**src/fpes_pkg.sv**
```systemverilog
// Purpose: shared constants and types for the flash program/erase host
// Assumes: 200 MHz clock, parallel flash with write strobe and chip select
// Notes: unlock addresses given in word mode
package fpes_pkg;
  localparam int FPES_AW = 20;
  localparam int FPES_DW = 16;
  localparam logic [19:0] FPES_ADDR_UNLOCK1 = 20'h00555;
  localparam logic [19:0] FPES_ADDR_UNLOCK2 = 20'h002aa;
  localparam logic [7:0] FPES_CMD_UNLOCK1 = 8'haa;
  localparam logic [7:0] FPES_CMD_UNLOCK2 = 8'h55;
  localparam logic [7:0] FPES_CMD_PROGRAM = 8'ha0;
  localparam logic [7:0] FPES_CMD_BYPASS = 8'h20;
  localparam logic [7:0] FPES_CMD_BYP_EXIT1 = 8'h90;
  localparam logic [7:0] FPES_CMD_BYP_EXIT2 = 8'h00;
  localparam logic [7:0] FPES_CMD_ERASE_SETUP = 8'h80;
  localparam logic [7:0] FPES_CMD_CHIP_ERASE = 8'h10;
  localparam logic [7:0] FPES_CMD_SECTOR_ERASE = 8'h30;
  localparam logic [7:0] FPES_CMD_RESET = 8'hf0;
  // write strobe timing, in clock cycles
  localparam int FPES_SETUP_CYC = 4;
  localparam int FPES_PULSE_CYC = 8;
  localparam int FPES_HOLD_CYC = 4;
  // sector erase window
  localparam int FPES_WINDOW_US = 50;
  localparam int FPES_CLK_MHZ = 200;
  localparam int FPES_WINDOW_CYC = FPES_WINDOW_US * FPES_CLK_MHZ;
  // poll interval between status reads
  localparam int FPES_POLL_CYC = 16;
  localparam int FPES_RDY_BIT = 7;

  typedef enum logic [2:0] {
    FPES_OP_PROGRAM,
    FPES_OP_BYP_ENTER,
    FPES_OP_BYP_PROGRAM,
    FPES_OP_BYP_EXIT,
    FPES_OP_CHIP_ERASE,
    FPES_OP_SECTOR_ERASE,
    FPES_OP_SECTOR_ADD,
    FPES_OP_RESET
  } fpes_op_t;

  typedef struct packed {
    logic [19:0] addr;
    logic [15:0] data;
  } fpes_bus_t;
endpackage

```
**src/fpes_host.sv**
```systemverilog
// Purpose: host controller issuing program and erase sequences to a flash
// Assumes: flash data pins are two-way, ready/busy is an open-drain input
// Notes: completion is taken from ready/busy and from the polling bit
`timescale 1ns/10ps
module fpes_host
  import fpes_pkg::*;
#(
  parameter int WINDOW_CYC = FPES_WINDOW_CYC,
  parameter int BUSY_TIMEOUT_CYC = 24'hffffff
) (
  input wire logic CLOCK_I,
  input wire logic RST_N_I,
  input wire logic REQ_VALID_I,
  input wire fpes_op_t REQ_OP_I,
  input wire fpes_bus_t REQ_I,
  input wire logic BYTE_MODE_I,
  input wire logic ACCEL_I,
  output logic REQ_READY_O,
  output logic DONE_O,
  output logic FAIL_O,
  output logic WINDOW_OPEN_O,
  output logic [19:0] FLASH_ADDR_O,
  output logic [15:0] FLASH_DQ_O,
  output logic FLASH_DQ_OE_N_O,
  input wire logic [15:0] FLASH_DQ_I,
  input wire logic FLASH_READY_BUSY_OUT_I,
  output logic FLASH_WE_N_O,
  output logic FLASH_OE_N_O,
  output logic FLASH_CE_N_O,
  output logic FLASH_BYTE_N_O,
  output logic FLASH_ACCEL_O
);
  typedef enum logic [2:0] {FPES_IDLE, FPES_ISSUE, FPES_WAIT,
    FPES_POLL, FPES_FINISH} fpes_state_t;

  logic rst_s1_reg, rst_n;
  always_ff @(posedge CLOCK_I or negedge RST_N_I) begin
    if (!RST_N_I) begin
      rst_s1_reg <= 1'b0;
      rst_n <= 1'b0;
    end else begin
      rst_s1_reg <= 1'b1;
      rst_n <= rst_s1_reg;
    end
  end

  // ****************************************
  // input synchronisers
  // ****************************************
  logic [2:0] rb_sync_reg;
  logic rb_reg;
  logic [15:0] dq_s1_reg, dq_s2_reg, dq_s3_reg;
  always_ff @(posedge CLOCK_I or negedge rst_n) begin
    if (!rst_n) begin
      rb_sync_reg <= 3'h7;
      rb_reg <= 1'b1;
      dq_s1_reg <= 16'h0000;
      dq_s2_reg <= 16'h0000;
      dq_s3_reg <= 16'h0000;
    end else begin
      rb_sync_reg <= {rb_sync_reg[1:0], FLASH_READY_BUSY_OUT_I};
      if (rb_sync_reg[1] == rb_sync_reg[2]) begin
        rb_reg <= rb_sync_reg[2];
      end
      dq_s1_reg <= FLASH_DQ_I;
      dq_s2_reg <= dq_s1_reg;
      dq_s3_reg <= dq_s2_reg;
    end
  end

  // ****************************************
  // sequence tables
  // ****************************************
  fpes_state_t st_reg;
  fpes_op_t op_reg;
  fpes_bus_t req_reg;
  logic [2:0] idx_reg;
  logic bypass_reg;
  logic [23:0] tmr_reg;
  wire [19:0] u1 = FPES_ADDR_UNLOCK1;
  wire [19:0] u2 = FPES_ADDR_UNLOCK2;
  logic [2:0] seq_len;
  logic [19:0] seq_addr;
  logic [7:0] seq_cmd;
  logic seq_last_data;
  logic seq_waits;

  always_comb begin
    seq_len = 3'h1;
    seq_addr = u1;
    seq_cmd = FPES_CMD_RESET;
    seq_last_data = 1'b0;
    seq_waits = 1'b0;
    case (op_reg)
      FPES_OP_PROGRAM: begin
        seq_len = 3'h4;
        seq_waits = 1'b1;
        seq_last_data = (idx_reg == 3'h3);
        seq_addr = (idx_reg == 3'h1) ? u2 : u1;
        seq_cmd = (idx_reg == 3'h0) ? FPES_CMD_UNLOCK1 :
          (idx_reg == 3'h1) ? FPES_CMD_UNLOCK2 : FPES_CMD_PROGRAM;
      end
      FPES_OP_BYP_ENTER: begin
        seq_len = 3'h3;
        seq_addr = (idx_reg == 3'h1) ? u2 : u1;
        seq_cmd = (idx_reg == 3'h0) ? FPES_CMD_UNLOCK1 :
          (idx_reg == 3'h1) ? FPES_CMD_UNLOCK2 : FPES_CMD_BYPASS;
      end
      FPES_OP_BYP_PROGRAM: begin
        seq_len = 3'h2;
        seq_waits = 1'b1;
        seq_last_data = (idx_reg == 3'h1);
        seq_cmd = FPES_CMD_PROGRAM;
      end
      FPES_OP_BYP_EXIT: begin
        seq_len = 3'h2;
        seq_cmd = (idx_reg == 3'h0) ? FPES_CMD_BYP_EXIT1 :
          FPES_CMD_BYP_EXIT2;
      end
      FPES_OP_CHIP_ERASE, FPES_OP_SECTOR_ERASE: begin
        seq_len = 3'h6;
        seq_waits = (op_reg == FPES_OP_CHIP_ERASE);
        // second unlock pair follows the setup write: 3 is AA, 4 is 55
        seq_addr = (idx_reg == 3'h1 || idx_reg == 3'h4) ? u2 : u1;
        seq_cmd = (idx_reg == 3'h2) ? FPES_CMD_ERASE_SETUP :
          (idx_reg == 3'h1 || idx_reg == 3'h4) ? FPES_CMD_UNLOCK2 :
          FPES_CMD_UNLOCK1;
        if (idx_reg == 3'h5) begin
          seq_addr = (op_reg == FPES_OP_CHIP_ERASE) ? u1 : req_reg.addr;
          seq_cmd = (op_reg == FPES_OP_CHIP_ERASE) ? FPES_CMD_CHIP_ERASE :
            FPES_CMD_SECTOR_ERASE;
        end
      end
      FPES_OP_SECTOR_ADD: begin
        seq_addr = req_reg.addr;
        seq_cmd = FPES_CMD_SECTOR_ERASE;
      end
      default: begin
        seq_cmd = FPES_CMD_RESET;
      end
    endcase
  end

  // only program and exit allowed in bypass; accel forces it
  wire in_bypass = bypass_reg || ACCEL_I;
  wire op_legal = in_bypass ?
    (REQ_OP_I == FPES_OP_BYP_PROGRAM || REQ_OP_I == FPES_OP_BYP_EXIT) :
    (REQ_OP_I == FPES_OP_SECTOR_ADD ? WINDOW_OPEN_O :
     REQ_OP_I != FPES_OP_BYP_PROGRAM && REQ_OP_I != FPES_OP_BYP_EXIT);
  wire [15:0] last_data = req_reg.data;
  wire [15:0] cmd_word = {8'h00, seq_cmd};

  logic cyc_start, cyc_busy, cyc_done, we_n, oe_n, ce_n;
  fpes_bus_cycle u_cycle (
    .clk_i(CLOCK_I),
    .rst_n_i(rst_n),
    .start_i(cyc_start),
    .write_i(st_reg == FPES_ISSUE),
    .busy_o(cyc_busy),
    .done_o(cyc_done),
    .we_n_o(we_n),
    .oe_n_o(oe_n),
    .ce_n_o(ce_n)
  );
  assign cyc_start = !cyc_busy && !cyc_done &&
    (st_reg == FPES_ISSUE || st_reg == FPES_POLL);

  wire tmr_zero = (tmr_reg == 24'h0);
  // ready drops a cycle early so no request meets the window expiry
  wire win_near = WINDOW_OPEN_O && (tmr_reg <= 24'h1);
  wire win_expire = WINDOW_OPEN_O && tmr_zero && (st_reg == FPES_IDLE);
  wire sect_op = (op_reg == FPES_OP_SECTOR_ERASE ||
    op_reg == FPES_OP_SECTOR_ADD);
  // done when ready and polling bit shows true data
  wire poll_ok = rb_reg &&
    (dq_s2_reg[FPES_RDY_BIT] == dq_s3_reg[FPES_RDY_BIT]) &&
    (dq_s3_reg[FPES_RDY_BIT] == req_reg.data[FPES_RDY_BIT]);

  // ****************************************
  // sequencer
  // ****************************************
  always_ff @(posedge CLOCK_I or negedge rst_n) begin
    if (!rst_n) begin
      st_reg <= FPES_IDLE;
      op_reg <= FPES_OP_RESET;
      req_reg <= '0;
      idx_reg <= 3'h0;
      bypass_reg <= 1'b0;
      tmr_reg <= 24'h0;
      REQ_READY_O <= 1'b0;
      DONE_O <= 1'b0;
      FAIL_O <= 1'b0;
      WINDOW_OPEN_O <= 1'b0;
      FLASH_ADDR_O <= '0;
      FLASH_DQ_O <= 16'h0000;
      FLASH_DQ_OE_N_O <= 1'b1;
      FLASH_WE_N_O <= 1'b1;
      FLASH_OE_N_O <= 1'b1;
      FLASH_CE_N_O <= 1'b1;
      FLASH_BYTE_N_O <= 1'b1;
      FLASH_ACCEL_O <= 1'b0;
    end else begin
      DONE_O <= 1'b0;
      FAIL_O <= 1'b0;
      FLASH_WE_N_O <= we_n;
      FLASH_OE_N_O <= oe_n;
      FLASH_CE_N_O <= ce_n;
      FLASH_BYTE_N_O <= !BYTE_MODE_I;
      FLASH_ACCEL_O <= ACCEL_I;
      // data stays driven one cycle past the strobe rise
      FLASH_DQ_OE_N_O <= 1'b1;
      // window counted from last strobe rise
      if (WINDOW_OPEN_O && !tmr_zero) begin
        tmr_reg <= tmr_reg - 24'h1;
      end
      // expiry waits for a write in flight to finish
      if (win_expire) begin
        WINDOW_OPEN_O <= 1'b0;
        st_reg <= FPES_WAIT;
        REQ_READY_O <= 1'b0;
        tmr_reg <= 24'(BUSY_TIMEOUT_CYC);
      end
      case (st_reg)
        FPES_IDLE: begin
          REQ_READY_O <= !win_near;
          if (REQ_VALID_I && REQ_READY_O) begin
            REQ_READY_O <= 1'b0;
            if (op_legal) begin
              // leaving the window by any accepted command other than sector add
              if (REQ_OP_I != FPES_OP_SECTOR_ADD) begin
                WINDOW_OPEN_O <= 1'b0;
              end
              op_reg <= REQ_OP_I;
              req_reg <= REQ_I;
              idx_reg <= 3'h0;
              st_reg <= FPES_ISSUE;
            end else begin
              FAIL_O <= 1'b1;
            end
          end
        end
        FPES_ISSUE: begin
          FLASH_ADDR_O <= seq_last_data ? req_reg.addr : seq_addr;
          FLASH_DQ_O <= seq_last_data ? last_data : cmd_word;
          FLASH_DQ_OE_N_O <= 1'b0;
          if (cyc_done) begin
            if (idx_reg == seq_len - 3'h1) begin
              tmr_reg <= 24'(BUSY_TIMEOUT_CYC);
              if (op_reg == FPES_OP_BYP_ENTER) begin
                bypass_reg <= 1'b1;
              end
              if (op_reg == FPES_OP_BYP_EXIT) begin
                bypass_reg <= 1'b0;
              end
              if (op_reg == FPES_OP_SECTOR_ERASE ||
                  op_reg == FPES_OP_SECTOR_ADD) begin
                // more sector writes accepted until the window shuts; none once erase runs
                WINDOW_OPEN_O <= 1'b1;
                tmr_reg <= 24'(WINDOW_CYC - 1);
                st_reg <= FPES_IDLE;
              end else begin
                st_reg <= seq_waits ? FPES_WAIT : FPES_FINISH;
              end
              if (op_reg == FPES_OP_CHIP_ERASE) begin
                req_reg.data <= 16'hffff;
              end
            end else begin
              idx_reg <= idx_reg + 3'h1;
            end
          end
        end
        // no writes while the device is busy
        FPES_WAIT: begin
          if (op_reg == FPES_OP_SECTOR_ERASE ||
              op_reg == FPES_OP_SECTOR_ADD) begin
            req_reg.data <= 16'hffff;
          end
          FLASH_ADDR_O <= req_reg.addr;
          if (tmr_zero) begin
            FAIL_O <= 1'b1;
            st_reg <= FPES_IDLE;
          end else begin
            tmr_reg <= tmr_reg - 24'h1;
            if (!cyc_busy) begin
              st_reg <= FPES_POLL;
            end
          end
        end
        FPES_POLL: begin
          if (!tmr_zero) begin
            tmr_reg <= tmr_reg - 24'h1;
          end
          if (cyc_done) begin
            st_reg <= FPES_FINISH;
          end
        end
        FPES_FINISH: begin
          // device back in array read on success
          if (!(seq_waits || sect_op) || poll_ok) begin
            DONE_O <= 1'b1;
            st_reg <= FPES_IDLE;
          end else if (!cyc_busy) begin
            st_reg <= FPES_WAIT;
          end
        end
        default: st_reg <= FPES_IDLE;
      endcase
    end
  end
endmodule // fpes_host

```
**src/fpes_bus_cycle.sv**
```systemverilog
// Purpose: one write or read cycle on the flash parallel bus
// Assumes: caller holds address and data stable while busy
// Notes: write strobe low for a fixed count of cycles
`timescale 1ns/10ps
module fpes_bus_cycle
  import fpes_pkg::*;
(
  input wire logic clk_i,
  input wire logic rst_n_i,
  input wire logic start_i,
  input wire logic write_i,
  output logic busy_o,
  output logic done_o,
  output logic we_n_o,
  output logic oe_n_o,
  output logic ce_n_o
);
  typedef enum logic [1:0] {FPES_C_IDLE, FPES_C_SETUP, FPES_C_PULSE,
    FPES_C_HOLD} fpes_cyc_t;
  fpes_cyc_t st_reg;
  logic [3:0] cnt_reg;
  logic wr_reg;
  wire cnt_end = (cnt_reg == 4'h0);

  always_ff @(posedge clk_i or negedge rst_n_i) begin
    if (!rst_n_i) begin
      st_reg <= FPES_C_IDLE;
      cnt_reg <= 4'h0;
      wr_reg <= 1'b0;
      done_o <= 1'b0;
      we_n_o <= 1'b1;
      oe_n_o <= 1'b1;
      ce_n_o <= 1'b1;
    end else begin
      done_o <= 1'b0;
      case (st_reg)
        FPES_C_IDLE: begin
          if (start_i) begin
            st_reg <= FPES_C_SETUP;
            wr_reg <= write_i;
            ce_n_o <= 1'b0;
            cnt_reg <= 4'(FPES_SETUP_CYC - 1);
          end
        end
        FPES_C_SETUP: begin
          if (cnt_end) begin
            // address latched on the falling strobe edge
            st_reg <= FPES_C_PULSE;
            we_n_o <= !wr_reg;
            oe_n_o <= wr_reg;
            cnt_reg <= 4'(FPES_PULSE_CYC - 1);
          end else begin
            cnt_reg <= cnt_reg - 4'h1;
          end
        end
        FPES_C_PULSE: begin
          if (cnt_end) begin
            // data latched on the rising strobe edge
            st_reg <= FPES_C_HOLD;
            we_n_o <= 1'b1;
            oe_n_o <= 1'b1;
            done_o <= 1'b1;
            cnt_reg <= 4'(FPES_HOLD_CYC - 1);
          end else begin
            cnt_reg <= cnt_reg - 4'h1;
          end
        end
        FPES_C_HOLD: begin
          if (cnt_end) begin
            st_reg <= FPES_C_IDLE;
            ce_n_o <= 1'b1;
          end else begin
            cnt_reg <= cnt_reg - 4'h1;
          end
        end
        default: st_reg <= FPES_C_IDLE;
      endcase
    end
  end
  assign busy_o = (st_reg != FPES_C_IDLE);
endmodule // fpes_bus_cycle

```
**config.mk**
```make
export PLATFORM = sky130hd
export DESIGN_NAME = fpes_host
export DESIGN_NICKNAME = d
export VERILOG_FILES = /design/src/fpes_pkg.sv /design/src/fpes_host.sv /design/src/fpes_bus_cycle.sv
export SDC_FILE = /design/constraint.sdc
export NUM_CORES = 1
export LEC_CHECK = 0
export BUFFER_PORTS_ARGS = -buffer_cell sky130_fd_sc_hd__buf_2
export CORE_ASPECT_RATIO = 1.4
export CORE_MARGIN = 8
export CORE_UTILIZATION = 50
export CTS_BUF_LIST = sky130_fd_sc_hd__clkbuf_4 sky130_fd_sc_hd__clkbuf_8
export DETAILED_ROUTE_END_ITERATION = 6
export GPL_ROUTABILITY_DRIVEN = 1
export PLACE_DENSITY = 0.71
export SLEW_MARGIN = 5
export SYNTH_ARGS = -nofsm -noshare
export SYNTH_HDL_FRONTEND = slang
export SYNTH_SLANG_ARGS = --single-unit
```
**constraint.sdc**
```tcl
create_clock -name CLOCK_I -period 4.6 [get_ports CLOCK_I]
set_input_delay 0.46 -clock CLOCK_I [delete_from_list [all_inputs] [get_ports CLOCK_I]]
set_output_delay 0.46 -clock CLOCK_I [all_outputs]
set_load 0.1 [all_outputs]
```
==> results of run 1 <==
worst paths after layout:
check / to / slack (ns) / cells after the start
max in group asynchronous: last_data[0] / 3.10 / 1
min: FLASH_BYTE_N_O / 0.10 / 2
max: tmr_reg[18] / 1.62 / 6
min reg2reg: rb_sync_reg[1] / 0.36 / 0
min in group asynchronous: rst_n / 0.31 / 2
max reg2reg: tmr_reg[18] / 1.62 / 6
cells by family after synthesis:
kind of cell | Yosys count
other | 1
DFF | 136
buffers and inverters | 86
and+or+nand+nor | 261
xor gates and xnor gates | 17
muxes | 50
adders and majority gates | 14
AOI/OAI and AO/OA | 192
Yosys cell counts (5+ instances only):
cell,count,area (um2)
dfrtp_1,121,3028
nand2_1,80,300.3
nor2_1,69,259.0
a21oi_1,44,220.2
o21ai_0,40,200.2
clkbuf_1,35,131.4
inv_1,35,131.4
mux2_2,26,292.8
mux2i_1,18,180.2
nor3_1,18,90.09
dfstp_2,15,394.1
o21ai_1,14,70.07
ha_1,13,162.7
a22o_1,11,96.34
buf_2,10,50.05
nand2b_1,10,62.56
nand3_1,10,50.05
xor2_1,9,78.83
a211oi_1,8,60.06
nor4_1,8,50.05
o211ai_1,8,60.06
xnor2_1,8,70.07
nor2b_1,7,43.79
and3_1,6,37.54
mux2_1,6,67.56
nand4_1,6,37.54
o22ai_1,6,37.54
a31oi_1,5,31.28
and2_1,5,31.28
nor4_2,5,62.56
o21a_1,5,37.54
power by group:
group	leakage, nW	switching [mW]	internal [mW]	total [mW]
sequential	1.65	0.482	1.65	2.13
combinational	1.87	2.18	0.944	3.12
clock	0.211	0.471	0.569	1.04
total	3.72	3.13	3.16	6.29
timing repair:
action,4_1_cts,5_1_grt
endpoints found under the setup margin,0,0
hold buffers,1,0
resized for setup,0,0
endpoints found under the hold margin,2,0
worst max-delay path, stage by stage (launching register included):
cell and delay (ns):
dfrtp_1 0.60, nor3_1 0.95, nand2_1 0.20, nor3_2 0.58
nor2_1 0.09, mux2_1 0.32, o221ai_2 0.16
metrics by stage:
stage / hold WS (ns) / utilization (%)
final: 0.1010 / 57.53
after global routing: 0.07258 / 57.53
after CTS: 0.07317 / 57.53
after detailed placement: 0.2564 / 54.56
after global placement: 0.2452 / 54.56
after floorplan: 0.1644 / -
per-layer routing:
layer	vias up	routed length (um)	track usage (%)	part of all wire (%)
met2	212	9382	34.54	51
met4	0	551	8.884	3.0
li1	2842	-	-	-
met3	44	1088	5.216	6.0
met1	2941	7245	22.41	40
met5	-	0	0	0
final cells by class:
| cell class | instances | area, um2 |
|---|---|---|
| flip-flops and latches | 136 | 3426 |
| fillers | 1277 | 6107 |
| well taps | 189 | 236.5 |
| multi-input cells | 535 | 3547 |
| inverters | 36 | 135.1 |
| repair buffers | 98 | 510.5 |
| clock buffers | 21 | 270.3 |
| clock inverters | 11 | 146.4 |
==> impl_metrics.csv, run 1 <==
group,metric,value,unit
run_status,status,"complete, no violations",
power,finalPower,6.293,mW
global_routing,grt_usage,19.91,%
timing,max_freq,335.1,MHz
worst_setup_path,crit_arrival,3.36,ns
global_routing,overflow,0,
synthesis,synth-adder-area-share,2.361,%
clock_network,htree_levels,4,
synthesis,netlist_area,0.007315,mm2
placed_design,dp_hpwl,13.09,mm
timing,tns,0,ns
synthesis,avgSynthCellArea,9.663,um2
worst_setup_path,required,4.98,ns
routing,viasPerCell,5.886,
clock_network,cts_tree,"yes",
die,die_w,118.2,um
synthesis,yosys.area_share.simple,18.82,%
synthesis,synth_edf_count,0,
timing,fin_crit,2.984,ns
clock_network,cts_sinks,136,
clock_network,cts.clk_slew.worst_paths,0.08,ns
die,ios,107,
run,cap_violations,0,
timing,fin_skew,0.01179,ns
layout,n_antenna_cell,0,
power,power_density,760.8,mW/mm2
layout,final_common_cell,"dfrtp_1",
routing,drtIter0Drc,429,
routing,num_vias,6039,
synthesis,yosys_warnings,0,
layout,area_growth,13.09,%
routing,antenna_left,0,
synthesis,synth-seq-area-share,46.78,%
clock_network,cts_root_buf,"clkbuf_8",
die,rows,52,
global_routing,grt_max_degree,57,
die,die_height,159.1,um
routing,drc_errors,0,
routing,wl,18.27,mm
clock_network,clock_latency,0.46,ns
timing,setup_slack,1.616,ns
synthesis,synth-main-ff-cell,"dfrtp_1",
die,dieArea,0.01881,mm2
layout,drive_above_1_share,23.42,%
timing,setup_viol,0,
worst_setup_path,worstPathMaxFanout,19,
worst_setup_path,cp-startpoint,"st_reg[1]",
timing,finalMaxSlewViolations,0,
clock_network,cts_setup_buffers,0,
synthesis,synth_seq_cells,136,
timing,tightest_slew,1.109,ns
power,leakagePower,3.724,nW
synthesis,syn_nets,831,
placed_design,place_ws,1.635,ns
global_routing,grt_pass1_vias,6089,
layout,final_cell_mix,"dfrtp_1 (120), buf_2 (91), nand2_1 (80)",
synthesis,syn_inst,757,
worst_hold_path,min_from,"BYTE_MODE_I",
layout,final_cell_area,0.008272,mm2
layout,final_cells,1026,
clock_network,cts_made_buffers,17,
worst_setup_path,rr_startpoint,"st_reg[1]",
global_routing,grt_first_pass_wirelength,30.86,mm
worst_hold_path,min_path_type,"primary input to flip-flop",
synthesis,synth_xor_area_share,2.036,%
global_routing,antenna_found_initial,0,
timing,rsz0062_at_grt,"false",
synthesis,synthDistinctLibCells,88,
power,vdd_drop_max,0.4391,mV
synthesis,async_flop_share,100.0,%
placed_design,routabilityCongestion,0.9657,
routing,wl_per_cell,17.81,um
worst_setup_path,startpoint_type,"flip-flop",
layout,largest_register_ff_count,24,
placed_design,portBuffers,91,
placed_design,numPlacedInstances,993,
die,start_util,50.87,%
synthesis,synthMuxAreaShare,7.390,%
timing,hold_viol_final,0,
clock_network,ctsLongestPathBuffers,2,
worst_setup_path,cp-end-kind,"flip-flop",
synthesis,synth_compound_area_share,17.77,%
worst_setup_path,crit_type,"flip-flop to flip-flop",
timing,fin_crit_sh,64.87,%
layout,fin_nets,898,
synthesis,synth_top_family_by_area,"simple AND/OR/NAND/NOR gates",
die,core-area,0.01438,mm2
placed_design,placed_cell_area,0.007845,mm2
timing,slew-limit-headroom,26.06,%
routing,firstDrtPassIters,6,
Note: power is estimated with default switching activity, not from simulation.
==> inputs of run 2 (changes only) <==
ABC_AREA = 1   (was not set)
clock period = 2.79 ns   (was 4.6 ns; I/O delays follow)
==> impl_metrics.csv, run 2 <==
group,metric,value,unit
run_status,status,"complete, no violations",
routing,antenna_left,0,
clock_network,htree_levels,4,
routing,num_vias,6594,
run,cap_violations,0,
worst_hold_path,min_path_type,"primary input to flip-flop",
routing,drc_errors,0,
layout,final_cell_mix,"nand2_1 (286), dfrtp_1 (120), nor2_1 (103)",
worst_setup_path,worstPathMaxFanout,32,
synthesis,avgSynthCellArea,7.875,um2
layout,fillers,1310,
layout,fin_nets,1103,
synthesis,synth-seq-area-share,46.67,%
clock_network,cts_tree,"yes",
synthesis,synth_xor_area_share,1.689,%
layout,n_antenna_cell,0,
layout,area_growth,15.22,%
synthesis,synth_most_common_cell,"nand2_1",
die,core-area,0.01438,mm2
worst_setup_path,cp-end-kind,"flip-flop",
timing,hold_viol_final,0,
die,ios,107,
synthesis,netlist.area_leader.share,41.30,%
synthesis,yosys.area.top_type,"dfrtp_1",
placed_design,routabilityCongestion,0.9213,
synthesis,synth_compound_area_share,10.67,%
timing,tns,0,ns
synthesis,ys_top_cells_by_area,"dfrtp_1 (41%), nand2_1 (15%), nand3_1 (5.4%), dfstp_2 (5.4%), nor2_1 (5.3%)",
timing,slew-limit-headroom,54.04,%
synthesis,syn_nets,1005,
clock_network,cts_made_buffers,17,
synthesis,synth-adder-area-share,2.355,%
die,die_height,159.3,um
synthesis,synth_top_family_by_area,"simple AND/OR/NAND/NOR gates",
global_routing,grt_pass1_vias,6791,
global_routing,antenna_found_initial,0,
power,power_density,1391,mW/mm2
clock_network,ctsLongestPathBuffers,2,
routing,viasPerCell,5.357,
clock_network,cts_sinks,136,
power,leakagePower,4.303,nW
timing,finalMaxSlewViolations,0,
routing,drtIter0Drc,455,
timing,max_freq,416.0,MHz
timing,fin_crit_sh,86.15,%
worst_setup_path,startpoint_type,"flip-flop",
worst_setup_path,crit_type,"flip-flop to flip-flop",
synthesis,yosys.area_share.simple,29.04,%
die,die_w,118.3,um
synthesis,async_flop_share,100.0,%
worst_setup_path,required,3.11,ns
global_routing,overflow,0,
die,dieArea,0.01885,mm2
routing,wl,19.21,mm
placed_design,portBuffers,91,
placed_design,place_ws,0.3828,ns
timing,setup_slack,0.3864,ns
clock_network,ctsResizeCount,0,
layout,final_common_cell,"nand2_1",
global_routing,grt_max_degree,133,
die,rows,52,
global_routing,grt_usage,20.89,%
clock_network,cts_setup_buffers,0,
synthesis,synthTopCellsByCount,"nand2_1 (286), dfrtp_1 (121), nor2_1 (104), inv_1 (80), nand3_1 (79)",
synthesis,yosys_warnings,0,
die,start_util,50.99,%
synthesis,synthDistinctLibCells,46,
clock_network,clock_latency,0.45,ns
timing,fin_crit,2.404,ns
routing,wl_per_cell,15.60,um
synthesis,synth-main-ff-cell,"dfrtp_1",
timing,setup_viol,0,
routing,firstDrtPassIters,7,
layout,drive_above_1_share,19.00,%
placed_design,dp_hpwl,13.74,mm
timing,fin_skew,0.01153,ns
layout,largest_register_ff_count,24,
synthesis,synth_edf_count,0,
global_routing,grt_first_pass_wirelength,32.20,mm
timing,tightest_slew,0.6894,ns
power,vdd_drop_max,0.8449,mV
timing,rsz0062_at_grt,"false",
synthesis,synthMuxAreaShare,3.072,%
synthesis,syn_inst,931,
clock_network,cts.clk_slew.worst_paths,0.09,ns
clock_network,cts_root_buf,"clkbuf_8",
synthesis,synth_seq_cells,136,
synthesis,netlist_area,0.007332,mm2
worst_setup_path,crit_arrival,2.73,ns
[run 2: changes by cell type in the layout (fill, tap and decap cells not counted), moves of 18 or more]
cell / change
inv_1: +45
mux2i_1: -18
nand2_1: +206
nand3_1: +69
nor2_1: +34
[run 2: worst paths after layout]
kind                           start             to  slack [ns]  cells after the start
setup reg to reg           op_reg[2]  last_data[15]        0.39                      9
setup / recovery           op_reg[2]  last_data[15]        0.39                      9
hold / removal             REQ_I[29]    req_reg[29]        0.05                      2
max in group asynchronous      rst_n         DONE_O        1.82                      1
hold reg to reg                rst_n    req_reg[33]        0.10                      0
min in group asynchronous      rst_n    req_reg[33]        0.10                      0
[run 2: what timing repair did]
action	CTS	global route
setup endpoints to repair	0	0
hold buffers	5	0
hold endpoints to repair	6	0
[run 2: cells by family (layout without fill, tap and decap cells)]
| logic type | Yosys count | in the layout |
|---|---|---|
| other cells | 1 | 1 |
| xor+xnor | 12 | 12 |
| compound gates | 134 | 134 |
| buf+inv | 111 | 222 |
| flops | 136 | 136 |
| mux | 20 | 20 |
| fa+ha+maj | 14 | 14 |
| simple gates | 503 | 503 |
[run 2: per-layer routing]
layer  vias to the layer above  share of wire, %  GRT usage, %
met1                      3168                40         22.14
met2                       156                53         38.53
met4                         0               2.8         10.05
met5                         -                 0             0
li1                       3228                 -             -
met3                        42               3.4         4.081
[run 2: cell type report]
type	instances	area (um2)	share of cell area [%]
clock buffer	18	247.7	2.932
clock inverter	14	185.2	2.192
inverter	86	322.8	3.821
multi-input combinational	684	3440	40.71
sequential	136	3426	40.55
tap	189	236.5	2.799
timing repair buffer	104	590.6	6.991
[run 2: report_power, final]
part	internal (mW)	switching, mW
clock network	0.933	0.843
logic	1.75	4.73
registers	2.83	0.662
[run 2: worst max-delay path, cell delays in order, from the launching register on]
cell	delay [ns]
dfstp_2	0.65
inv_1	0.10
nor2_1	0.20
nand2_1	0.18
a21oi_1	0.17
o21ai_0	0.09
nor2_1	0.20
nand2_2	0.41
nand2_1	0.21
o21ai_2	0.06
[run 2: stage by stage]
stage / instance area (um2) / utilization [%] / total power, mW / hold WS [ns] / cells
detailed placement: 7965 / 55.40 / 10.00 / 0.06531 / 1194
global placement: 7965 / 55.40 / 9.856 / 0.06435 / 1194
global route: 8448 / 58.75 / 12.69 / 0.03355 / 1231
CTS: 8448 / 58.75 / 11.80 / 0.02705 / 1231
finish: 8448 / 58.75 / 11.75 / 0.05021 / 1231
floorplan: 7333 / - / 8.700 / -0.01659 / 931
